--- config.mk ---
export PLATFORM = sky130hd
export DESIGN_NAME = scs_string_compare
export DESIGN_NICKNAME = d
export VERILOG_FILES = /design/src/scs_pkg.sv /design/src/scs_cmp_alu.sv /design/src/scs_string_compare.sv
export SDC_FILE = /design/constraint.sdc
export NUM_CORES = 1
export LEC_CHECK = 0
export ABC_AREA = 0
export ABC_CLOCK_PERIOD_IN_PS = 7700
export BUFFER_PORTS_ARGS = -buffer_cell sky130_fd_sc_hd__buf_2
export CAP_MARGIN = 20
export CELL_PAD_IN_SITES_DETAIL_PLACEMENT = 1
export CELL_PAD_IN_SITES_GLOBAL_PLACEMENT = 2
export CORE_AREA = 8 8 210 212
export DETAILED_ROUTE_END_ITERATION = 8
export DIE_AREA = 0 0 218 220
export PLACE_DENSITY = 0.9
export SYNTH_ARGS = -nofsm -noshare
export SYNTH_HDL_FRONTEND = slang
export SYNTH_SLANG_ARGS = --single-unit
--- constraint.sdc ---
create_clock -name sys_clk -period 7.7 [get_ports sys_clk]
set_input_delay 0 -clock sys_clk [delete_from_list [all_inputs] [get_ports sys_clk]]
set_output_delay 0 -clock sys_clk [all_outputs]
set_load 0.005 [all_outputs]
--- src/scs_pkg.sv ---
// Constants, offsets and types shared by the string-compare sequencer
package scs_pkg;

	// Register byte offsets on the AHB-Lite slave
	localparam logic [7:0] OFF_CTRL    = 8'h00;
	localparam logic [7:0] OFF_STATUS  = 8'h04;
	localparam logic [7:0] OFF_INSTR1  = 8'h08;
	localparam logic [7:0] OFF_INSTR2  = 8'h0c;
	localparam logic [7:0] OFF_SRCPTR  = 8'h10;
	localparam logic [7:0] OFF_DSTPTR  = 8'h14;
	localparam logic [7:0] OFF_COUNT   = 8'h18;
	localparam logic [7:0] OFF_FLAGS   = 8'h1c;
	localparam logic [7:0] OFF_PCSTART = 8'h20;

	// Control register fields
	localparam int CTRL_START = 0;
	localparam int CTRL_SEG   = 1;

	// Status register fields
	localparam int STAT_BUSY    = 0;
	localparam int STAT_DONE    = 1;
	localparam int STAT_SUSPEND = 2;
	localparam int STAT_ILLEGAL = 3;

	// Flag register fields
	localparam int FLAG_C = 0;
	localparam int FLAG_Z = 1;
	localparam int FLAG_S = 2;
	localparam int FLAG_V = 3;
	localparam int FLAG_D = 4;
	localparam int FLAG_H = 5;
	localparam int FLAG_W = 6;

	// Reset values
	localparam logic [31:0] RST_PTR   = 32'h0000_0000;
	localparam logic [15:0] RST_WORD  = 16'h0000;
	localparam logic [5:0]  RST_FLAGS = 6'h00;

	// Instruction encoding
	localparam logic [6:0] OPC_PREFIX  = 7'h5d;
	localparam logic [3:0] SEC_PREFIX  = 4'h0;
	localparam logic [3:0] NIB_DEC_REP = 4'he;
	localparam logic [3:0] NIB_INC_ONE = 4'h2;
	localparam logic [3:0] NIB_INC_REP = 4'h6;
	localparam logic [3:0] FIELD_ZERO  = 4'h0;

	// Cycle counts: setup, per element, per accepted interrupt
	localparam int SETUP_CYC = 11;
	localparam int STEP_CYC  = 14;
	localparam int INT_CYC   = 7;
	localparam logic [4:0] SETUP_LAST = 5'(SETUP_CYC - 1);
	localparam logic [4:0] STEP_LAST  = 5'(STEP_CYC - 1);
	localparam logic [4:0] INT_LAST   = 5'(INT_CYC - 1);

	// Condition codes
	localparam logic [3:0] CC_F   = 4'h0;
	localparam logic [3:0] CC_LT  = 4'h1;
	localparam logic [3:0] CC_LE  = 4'h2;
	localparam logic [3:0] CC_ULE = 4'h3;
	localparam logic [3:0] CC_OV  = 4'h4;
	localparam logic [3:0] CC_MI  = 4'h5;
	localparam logic [3:0] CC_EQ  = 4'h6;
	localparam logic [3:0] CC_ULT = 4'h7;
	localparam logic [3:0] CC_T   = 4'h8;
	localparam logic [3:0] CC_GE  = 4'h9;
	localparam logic [3:0] CC_GT  = 4'ha;
	localparam logic [3:0] CC_UGT = 4'hb;
	localparam logic [3:0] CC_NOV = 4'hc;
	localparam logic [3:0] CC_PL  = 4'hd;
	localparam logic [3:0] CC_NE  = 4'he;
	localparam logic [3:0] CC_UGE = 4'hf;

	// Sequencer states
	typedef enum logic [2:0] {
		ST_IDLE  = 3'b000,
		ST_SETUP = 3'b001,
		ST_RDSRC = 3'b010,
		ST_RDDST = 3'b011,
		ST_PAD   = 3'b100,
		ST_INTR  = 3'b101
	} scs_fsm_t;

endpackage

--- src/scs_cmp_alu.sv ---
// Compare subtractor and condition evaluation for one string element
`timescale 1ns/1ns
module scs_cmp_alu
	import scs_pkg::*;
(
	// Operands
	input  wire logic [15:0] dstVal,
	input  wire logic [15:0] srcVal,
	input  wire logic        wordSel,
	input  wire logic [3:0]  condSel,
	// Results
	output logic             condMet,
	output logic             borrow,
	output logic             negative
);

	logic [16:0] diffW;   // Word difference with carry bit
	logic [8:0]  diffB;   // Byte difference with carry bit
	logic        zero;    // Result is zero
	logic        ovf;     // Signed overflow of the subtraction

	// Subtract source from destination at the chosen width
	always_comb begin
		diffW = {1'b0, dstVal} - {1'b0, srcVal};
		diffB = {1'b0, dstVal[7:0]} - {1'b0, srcVal[7:0]};
		if (wordSel) begin
			borrow   = diffW[16];
			negative = diffW[15];
			zero     = (diffW[15:0] == 16'h0000);
			ovf      = (dstVal[15] != srcVal[15]) &&
				(diffW[15] != dstVal[15]);
		end else begin
			borrow   = diffB[8];
			negative = diffB[7];
			zero     = (diffB[7:0] == 8'h00);
			ovf      = (dstVal[7] != srcVal[7]) &&
				(diffB[7] != dstVal[7]);
		end
	end

	// Evaluate the selected condition on the subtraction
	always_comb begin
		unique case (condSel)
			CC_F:    condMet = 1'b0;
			CC_LT:   condMet = negative ^ ovf;
			CC_LE:   condMet = zero | (negative ^ ovf);
			CC_ULE:  condMet = borrow | zero;
			CC_OV:   condMet = ovf;
			CC_MI:   condMet = negative;
			CC_EQ:   condMet = zero;
			CC_ULT:  condMet = borrow;
			CC_T:    condMet = 1'b1;
			CC_GE:   condMet = ~(negative ^ ovf);
			CC_GT:   condMet = ~(zero | (negative ^ ovf));
			CC_UGT:  condMet = ~(borrow | zero);
			CC_NOV:  condMet = ~ovf;
			CC_PL:   condMet = ~negative;
			CC_NE:   condMet = ~zero;
			CC_UGE:  condMet = ~borrow;
		endcase
	end

endmodule

--- src/scs_string_compare.sv ---
// String-compare sequencer with AHB-Lite register slave and memory port
//
// Design decisions made here: the AHB-Lite slave port and the register offsets.
`timescale 1ns/1ns
module scs_string_compare
	import scs_pkg::*;
(
	// Clock and reset
	input  wire logic        sys_clk,
	input  wire logic        rst,
	// AHB-Lite slave
	input  wire logic        hsel,
	input  wire logic [31:0] haddr,
	input  wire logic [1:0]  htrans,
	input  wire logic        hwrite,
	input  wire logic [2:0]  hsize,
	input  wire logic [31:0] hwdata,
	input  wire logic        hready,
	output logic      [31:0] hrdata,
	output logic             hreadyout,
	output logic             hresp,
	// Memory read port
	output logic             memReq,
	output logic      [31:0] memAddr,
	output logic             memWordSel,
	input  wire logic [15:0] memRdata,
	input  wire logic        memAck,
	// Interrupt hand-off
	input  wire logic        intReq,
	output logic             intAck,
	output logic      [15:0] savedPc,
	// Activity
	output logic             busy
);

	// Complete block state
	typedef struct packed {
		scs_fsm_t    state;     // Sequencer state
		logic [4:0]  tmr;       // Setup and interrupt timer
		logic [4:0]  stepCnt;   // Cycles spent in the current step
		logic [15:0] instr1;    // First instruction word
		logic [15:0] instr2;    // Second instruction word
		logic [31:0] srcPtr;    // Source pointer
		logic [31:0] dstPtr;    // Destination pointer
		logic [15:0] count;     // Element counter
		logic [5:0]  flags;     // C Z S V D H
		logic [15:0] pcStart;   // Address of the instruction start
		logic        segMode;   // Segmented addressing
		logic        stDone;    // Instruction finished
		logic        stSusp;    // Instruction suspended by interrupt
		logic        stIllegal; // Start refused on bad encoding
		logic [15:0] srcVal;    // Fetched source element
		logic [15:0] dstVal;    // Fetched destination element
		logic        memReq;    // Memory request level
		logic [31:0] memAddr;   // Memory address
		logic        intAck;    // Interrupt accepted pulse
		logic [15:0] savedPc;   // Restart address handed over
		logic        wrPend;    // Write data phase pending
		logic [7:0]  wrAddr;    // Address of pending write
		logic [31:0] hrdata;    // Read data for the data phase
	} scs_state_t;

	scs_state_t q;              // Registered state
	scs_state_t d;              // Next state

	logic        wordSel;       // Element width from size bit
	logic        isDec;         // Pointers move downward
	logic        isRep;         // Repeating form
	logic        legal;         // Instruction words decode
	logic        condMet;       // Selected condition holds
	logic        borrow;        // Borrow out of the compare
	logic        negative;      // Compare result sign
	logic [15:0] cntDec;        // Counter after decrement
	logic        cntZero;       // Decremented counter is zero
	logic        stopNow;       // Repeat ends after this step
	logic        startReq;      // Start bit written this cycle
	logic        addrPhase;     // Valid AHB address phase
	logic [31:0] rdVal;         // Read mux output

	// Pointer step by element size, segment word kept only in segmented mode
	function automatic logic [31:0] movePtr(input logic [31:0] p,
			input logic down, input logic word, input logic seg);
		logic [15:0] amt;
		logic [15:0] off;
		amt = word ? 16'h0002 : 16'h0001;
		off = down ? p[15:0] - amt : p[15:0] + amt;
		return {seg ? p[31:16] : 16'h0000, off};
	endfunction

	// Memory address from a pointer register or register pair
	function automatic logic [31:0] ptrAddr(input logic [31:0] p,
			input logic seg);
		return {seg ? p[31:16] : 16'h0000, p[15:0]};
	endfunction

	// Instruction decode from the held words
	assign wordSel = q.instr1[8];
	assign isDec   = (q.instr1[3:0] == NIB_DEC_REP);
	assign isRep   = (q.instr1[3:0] == NIB_DEC_REP) ||
		(q.instr1[3:0] == NIB_INC_REP);
	// Fields must be nonzero; nibble picks the form
	assign legal   = (q.instr1[15:9] == OPC_PREFIX) &&
		(q.instr1[7:4] != FIELD_ZERO) &&
		(q.instr2[15:12] == SEC_PREFIX) &&
		(q.instr2[7:4] != FIELD_ZERO) &&
		((q.instr1[3:0] == NIB_DEC_REP) ||
		(q.instr1[3:0] == NIB_INC_ONE) ||
		(q.instr1[3:0] == NIB_INC_REP));

	// Counter bookkeeping for the current step
	assign cntDec  = q.count - 16'h0001;
	assign cntZero = (cntDec == 16'h0000);
	assign stopNow = condMet || cntZero || !isRep;

	// AHB address phase qualifier
	assign addrPhase = hsel && htrans[1] && hready;

	// Compare datapath
	scs_cmp_alu scs_cmp_alu_inst (
		.dstVal   (q.dstVal),
		.srcVal   (q.srcVal),
		.wordSel  (wordSel),
		.condSel  (q.instr2[3:0]),
		.condMet  (condMet),
		.borrow   (borrow),
		.negative (negative)
	);

	// Register read multiplexer
	always_comb begin
		rdVal = 32'h0000_0000;
		case (haddr[7:0])
			OFF_CTRL:    rdVal[CTRL_SEG] = q.segMode;
			OFF_STATUS: begin
				rdVal[STAT_BUSY]    = (q.state != ST_IDLE);
				rdVal[STAT_DONE]    = q.stDone;
				rdVal[STAT_SUSPEND] = q.stSusp;
				rdVal[STAT_ILLEGAL] = q.stIllegal;
			end
			OFF_INSTR1:  rdVal[15:0] = q.instr1;
			OFF_INSTR2:  rdVal[15:0] = q.instr2;
			OFF_SRCPTR:  rdVal = ptrAddr(q.srcPtr, q.segMode);
			OFF_DSTPTR:  rdVal = ptrAddr(q.dstPtr, q.segMode);
			OFF_COUNT:   rdVal[15:0] = q.count;
			OFF_FLAGS:   rdVal[FLAG_W-1:0] = q.flags;
			OFF_PCSTART: rdVal[15:0] = q.pcStart;
			default:     rdVal = 32'h0000_0000;  // Unmapped reads zero
		endcase
	end

	// Next-state logic: bus slave first, then the sequencer
	always_comb begin
		d        = q;
		d.intAck = 1'b0;
		d.wrPend = 1'b0;
		startReq = 1'b0;
		// Data phase of a write; engine registers locked while busy
		if (q.wrPend && (q.state == ST_IDLE)) begin
			case (q.wrAddr)
				OFF_CTRL: begin
					d.segMode = hwdata[CTRL_SEG];
					startReq  = hwdata[CTRL_START];
				end
				OFF_INSTR1:  d.instr1  = hwdata[15:0];
				OFF_INSTR2:  d.instr2  = hwdata[15:0];
				OFF_SRCPTR:  d.srcPtr  = hwdata;
				OFF_DSTPTR:  d.dstPtr  = hwdata;
				OFF_COUNT:   d.count   = hwdata[15:0];
				OFF_FLAGS:   d.flags   = hwdata[FLAG_W-1:0];
				OFF_PCSTART: d.pcStart = hwdata[15:0];
				default:     d.wrPend  = 1'b0;  // Ignored, still OKAY
			endcase
		end
		// Address phase: latch writes, register read data
		if (addrPhase) begin
			if (hwrite) begin
				d.wrPend = 1'b1;
				d.wrAddr = haddr[7:0];
			end else begin
				d.hrdata = rdVal;
			end
		end
		// Sequencer
		unique case (q.state)
			ST_IDLE: begin
				// Start: check encoding, then begin setup
				if (startReq) begin
					d.stDone    = 1'b0;
					d.stSusp    = 1'b0;
					d.stIllegal = !legal;
					if (legal) begin
						d.state = ST_SETUP;
						d.tmr   = SETUP_LAST;
					end
				end
			end
			ST_SETUP: begin
				// Fixed setup overhead, then first source read
				if (q.tmr == 5'h00) begin
					d.state   = ST_RDSRC;
					d.stepCnt = 5'h00;
					d.memReq  = 1'b1;
					d.memAddr = ptrAddr(q.srcPtr, q.segMode);
				end else begin
					d.tmr = q.tmr - 5'h01;
				end
			end
			ST_RDSRC: begin
				// Source element, then destination address
				d.stepCnt = q.stepCnt + 5'h01;
				if (memAck) begin
					d.srcVal  = memRdata;
					d.state   = ST_RDDST;
					d.memAddr = ptrAddr(q.dstPtr, q.segMode);
				end
			end
			ST_RDDST: begin
				// Destination element closes the memory reads
				d.stepCnt = q.stepCnt + 5'h01;
				if (memAck) begin
					d.dstVal = memRdata;
					d.memReq = 1'b0;
					d.state  = ST_PAD;
				end
			end
			ST_PAD: begin
				// Fill the step to its fixed length, then commit
				d.stepCnt = q.stepCnt + 5'h01;
				if (q.stepCnt >= STEP_LAST) begin
					// C and S from the compare, Z from the condition, V from the counter end; D and H held
					d.flags[FLAG_Z] = condMet;
					d.flags[FLAG_C] = borrow;
					d.flags[FLAG_S] = negative;
					d.flags[FLAG_V] = cntZero;
					d.count  = cntDec;
					// Both pointers move by the element size
					d.srcPtr = movePtr(q.srcPtr, isDec, wordSel,
						q.segMode);
					d.dstPtr = movePtr(q.dstPtr, isDec, wordSel,
						q.segMode);
					if (stopNow) begin
						d.state  = ST_IDLE;
						d.stDone = 1'b1;
					end else if (intReq) begin
						d.state = ST_INTR;
						d.tmr   = INT_LAST;
					end else begin
						d.state   = ST_RDSRC;
						d.stepCnt = 5'h00;
						d.memReq  = 1'b1;
						d.memAddr = ptrAddr(d.srcPtr, q.segMode);
					end
				end
			end
			ST_INTR: begin
				// Interrupt overhead, hand back the start address
				if (q.tmr == 5'h00) begin
					d.state   = ST_IDLE;
					d.stSusp  = 1'b1;
					d.intAck  = 1'b1;
					d.savedPc = q.pcStart;
				end else begin
					d.tmr = q.tmr - 5'h01;
				end
			end
			default: d.state = ST_IDLE;  // Recover from illegal code
		endcase
	end

	// State register with synchronous reset
	always_ff @(posedge sys_clk) begin
		if (rst) begin
			q.state     <= ST_IDLE;
			q.tmr       <= 5'h00;
			q.stepCnt   <= 5'h00;
			q.instr1    <= RST_WORD;
			q.instr2    <= RST_WORD;
			q.srcPtr    <= RST_PTR;
			q.dstPtr    <= RST_PTR;
			q.count     <= RST_WORD;
			q.flags     <= RST_FLAGS;
			q.pcStart   <= RST_WORD;
			q.segMode   <= 1'b0;
			q.stDone    <= 1'b0;
			q.stSusp    <= 1'b0;
			q.stIllegal <= 1'b0;
			q.srcVal    <= RST_WORD;
			q.dstVal    <= RST_WORD;
			q.memReq    <= 1'b0;
			q.memAddr   <= RST_PTR;
			q.intAck    <= 1'b0;
			q.savedPc   <= RST_WORD;
			q.wrPend    <= 1'b0;
			q.wrAddr    <= 8'h00;
			q.hrdata    <= 32'h0000_0000;
		end else begin
			q <= d;
		end
	end

	// Outputs
	assign hrdata     = q.hrdata;
	assign hreadyout  = 1'b1;     // Zero wait states
	assign hresp      = 1'b0;     // Always OKAY
	assign memReq     = q.memReq;
	assign memAddr    = q.memAddr;
	assign memWordSel = wordSel;
	assign intAck     = q.intAck;
	assign savedPc    = q.savedPc;
	assign busy       = (q.state != ST_IDLE);

endmodule

==> impl_metrics.tcl <==
set metrics [dict create \
    slew_violations 0 \
    vdd_ir_drop_max_mv 0.172 \
    ys_types 80 \
    final_layout_size_suffix_gt1_share_pct 14.7 \
    synth_cells 1837 \
    cts.path.max_buffers 3 \
    place_ws_ns 2.67 \
    path_clk_slew_ns 0.06 \
    wl_per_cell_um 20.9 \
    cts_made_buffers 34 \
    setup_ws_ns 2.48 \
    vias 14100 \
    syn_area_per_cell_um2 8.27 \
    fmax_mhz 192 \
    htreeDepth 2 \
    path_cells "and3b_1 > nand2_1 > inv_1 > nand2_1 > inv_1 > ha_1 > nor2b_1 > o21ai_0 > a21boi_0 > o21ai_0 > nand2b_1 > a21o_1 > a41o_1 > o41ai_1 > o211ai_1 > o211ai_1 > mux2i_1 > a21oi_1" \
    ctsResizeCount 0 \
    hold_buffers 67 \
    cts_setup_buffers 0 \
    max_slew_margin_pct 27.8 \
    async_flop_share_pct 0 \
    io_pins 178 \
    synth-edff-count 0 \
    finalSetupTns_ns 0 \
    nets 2062 \
    drtIter0Drc 925 \
    synth_warnings 0 \
    clock_skew_ns 0.0269 \
    synthFlopType "dfxtp_1" \
    hpwlAfterDp_um 36200 \
    cp_data_required_time_ns 8.09 \
    fp.dieH_um 220 \
    hold_class "in -> reg" \
    yosysSeqAreaShare_pct 36.1 \
    grt_overflow 0 \
    syn_area_um2 15200 \
    area_delta_synth_final_pct 15.6 \
    place_congestion 0.867 \
    nFillCells 4858 \
    p_leak_nw 7.12 \
    cts_sinks 274 \
    ys_ff_latch 274 \
    drt_wl_total_um 51700 \
    grt_max_degree 95 \
    remaining_drc_errors 0 \
    ant_nets 0 \
    cap_violations 0 \
    core_um2 40600 \
    syn_nets 1984 \
    setup_violations 0 \
    die-area_um2 48000 \
    regArea_um2 5490 \
    antenna_found_initial 0 \
    grt_pass1_vias 14900 \
    final_hold_viol_count 0 \
    period_share_pct 67.8 \
    cpMaxStageDelayCell "inv_1" \
    p_per_area_nw_per_um2 182 \
    layout_commonest_cell "dfxtp_1" \
    rows 74 \
    layout_common_cells "dfxtp_1, nand2_1, nor2_1" \
    startpoint_type "flop" \
    grt_use_total_pct 21.0 \
    critPathMaxFanout 27 \
    clockRootBuffer "clkbuf_16" \
    critPathMaxStageDelay_ns 0.87 \
    grt_pass1_wl_um 81900 \
    worstSetupEndpointType "flop" \
    cp.arrival_ns 5.61 \
    rsz0062_at_grt "false" \
    setup.worst_path.class "reg -> reg" \
    clock_latency_ns 0.56 \
    start_util_pct 37.5 \
    multi_input_area_um2 8460 \
    worstMarginPinSlew_ns 1.08 \
    portBuffers 147 \
    status "completed" \
    firstDrtPassIters 5 \
    period_needed_ns 5.22 \
    die-width_um 218 \
    routed_via_density 5.72 \
    cts_tree "built" \
]
Yosys cell counts, types with 18 or more instances:
cell / count / area share [%]
a221oi_1: 20 / 1.2
a22o_1: 19 / 1.1
a211oi_1: 37 / 1.8
o21ai_0: 42 / 1.4
dfxtp_1: 274 / 36
clkbuf_1: 97 / 2.4
a21oi_1: 110 / 3.6
a222oi_1: 25 / 1.6
nor3_1: 42 / 1.4
a31oi_1: 18 / 0.74
mux2i_1: 85 / 5.6
nor2_1: 216 / 5.3
nand2_1: 239 / 5.9
a22oi_1: 67 / 3.3
ha_1: 52 / 4.3
xnor2_1: 25 / 1.4
nor2b_1: 29 / 1.2
buf_4: 82 / 4.0
inv_1: 50 / 1.2
mux2_2: 20 / 1.5
nand3_1: 28 / 0.92
path summary, 6_finish.rpt:
| kind | slack (ns) | to | depth (start not counted) | startpoint |
|---|---|---|---|---|
| hold / removal | 0.06 | q[40]$_SDFF_PP0_ | 3 | htrans[1] |
| setup reg to reg | 2.48 | q[180]$_SDFF_PP0_ | 18 | q[247]$_SDFFE_PP0P_ |
| hold reg to reg | 0.45 | savedPc[2]$_SDFFE_PP0P_ | 2 | savedPc[2]$_SDFFE_PP0P_ |
| setup / recovery | 2.48 | q[180]$_SDFF_PP0_ | 18 | q[247]$_SDFFE_PP0P_ |
through the flow:
stage	total power (W)	hold slack (ns)	utilization, %	area, um2	std cells
after CTS	0.00324	0.0306	43.3	17600	2471
after global placement	0.00154	0.253	38.8	15700	2343
final	0.00320	0.0609	43.3	17600	2472
after floorplan	0.00149	0.136	-	15200	1837
after detailed placement	0.00154	0.262	38.8	15700	2344
after global routing	0.00330	0.0677	43.3	17600	2471
cells by family after synthesis:
group / Yosys count / synth area share [%]
adder cells (fa/ha/maj): 55 / 4.68
AND/OR/NAND/NOR: 656 / 19.3
flip-flops: 274 / 36.1
buffers and inverters: 248 / 8.54
AO/OA/AOI/OAI: 449 / 21.0
XOR/XNOR: 35 / 2.02
other: 2 / 0.0494
multiplexers: 118 / 8.36
worst max-delay path: cells and delay by family, from the launching register on:
kind / cells / cell delay (ns)
buf+inv: 2 / 1.07
flops: 1 / 0.40
simple gates: 5 / 0.94
fa+ha+maj: 1 / 0.25
compound gates: 9 / 2.16
mux: 1 / 0.21
routing by layer:
layer | track usage (%) | up-vias | share of wire [%] | wire length [um]
met5 | 0 | - | 0 | 0
met3 | 2.65 | 107 | 4.1 | 2140
met4 | 9.14 | 0 | 3.8 | 1980
li1 | - | 6673 | - | -
met1 | 25.1 | 7011 | 43 | 22000
met2 | 37.5 | 338 | 49 | 25500
area by class of cell:
type | instances | share of cell area (%)
diodes | 1 | 0.0142
clock buffers | 51 | 5.83
clock inverters | 9 | 0.840
inverters | 52 | 1.11
multi-input cells | 1315 | 48.1
flip-flops and latches | 274 | 31.2
well taps | 532 | 3.79
repair buffers | 238 | 9.10
state kept, by name, indices dropped and copies added (netlist names):
register,count
memWordSel,1
hrdata,32
memAddr,32
savedPc,16
q,191
intAck,1
memReq,1
power by group:
group | internal (W) | switching, W
Combinational | 0.0000426 | 0.0000682
Clock | 0.000996 | 0.000667
Sequential | 0.00142 | 0.00000324
Note: power is estimated with default switching activity, not from simulation.
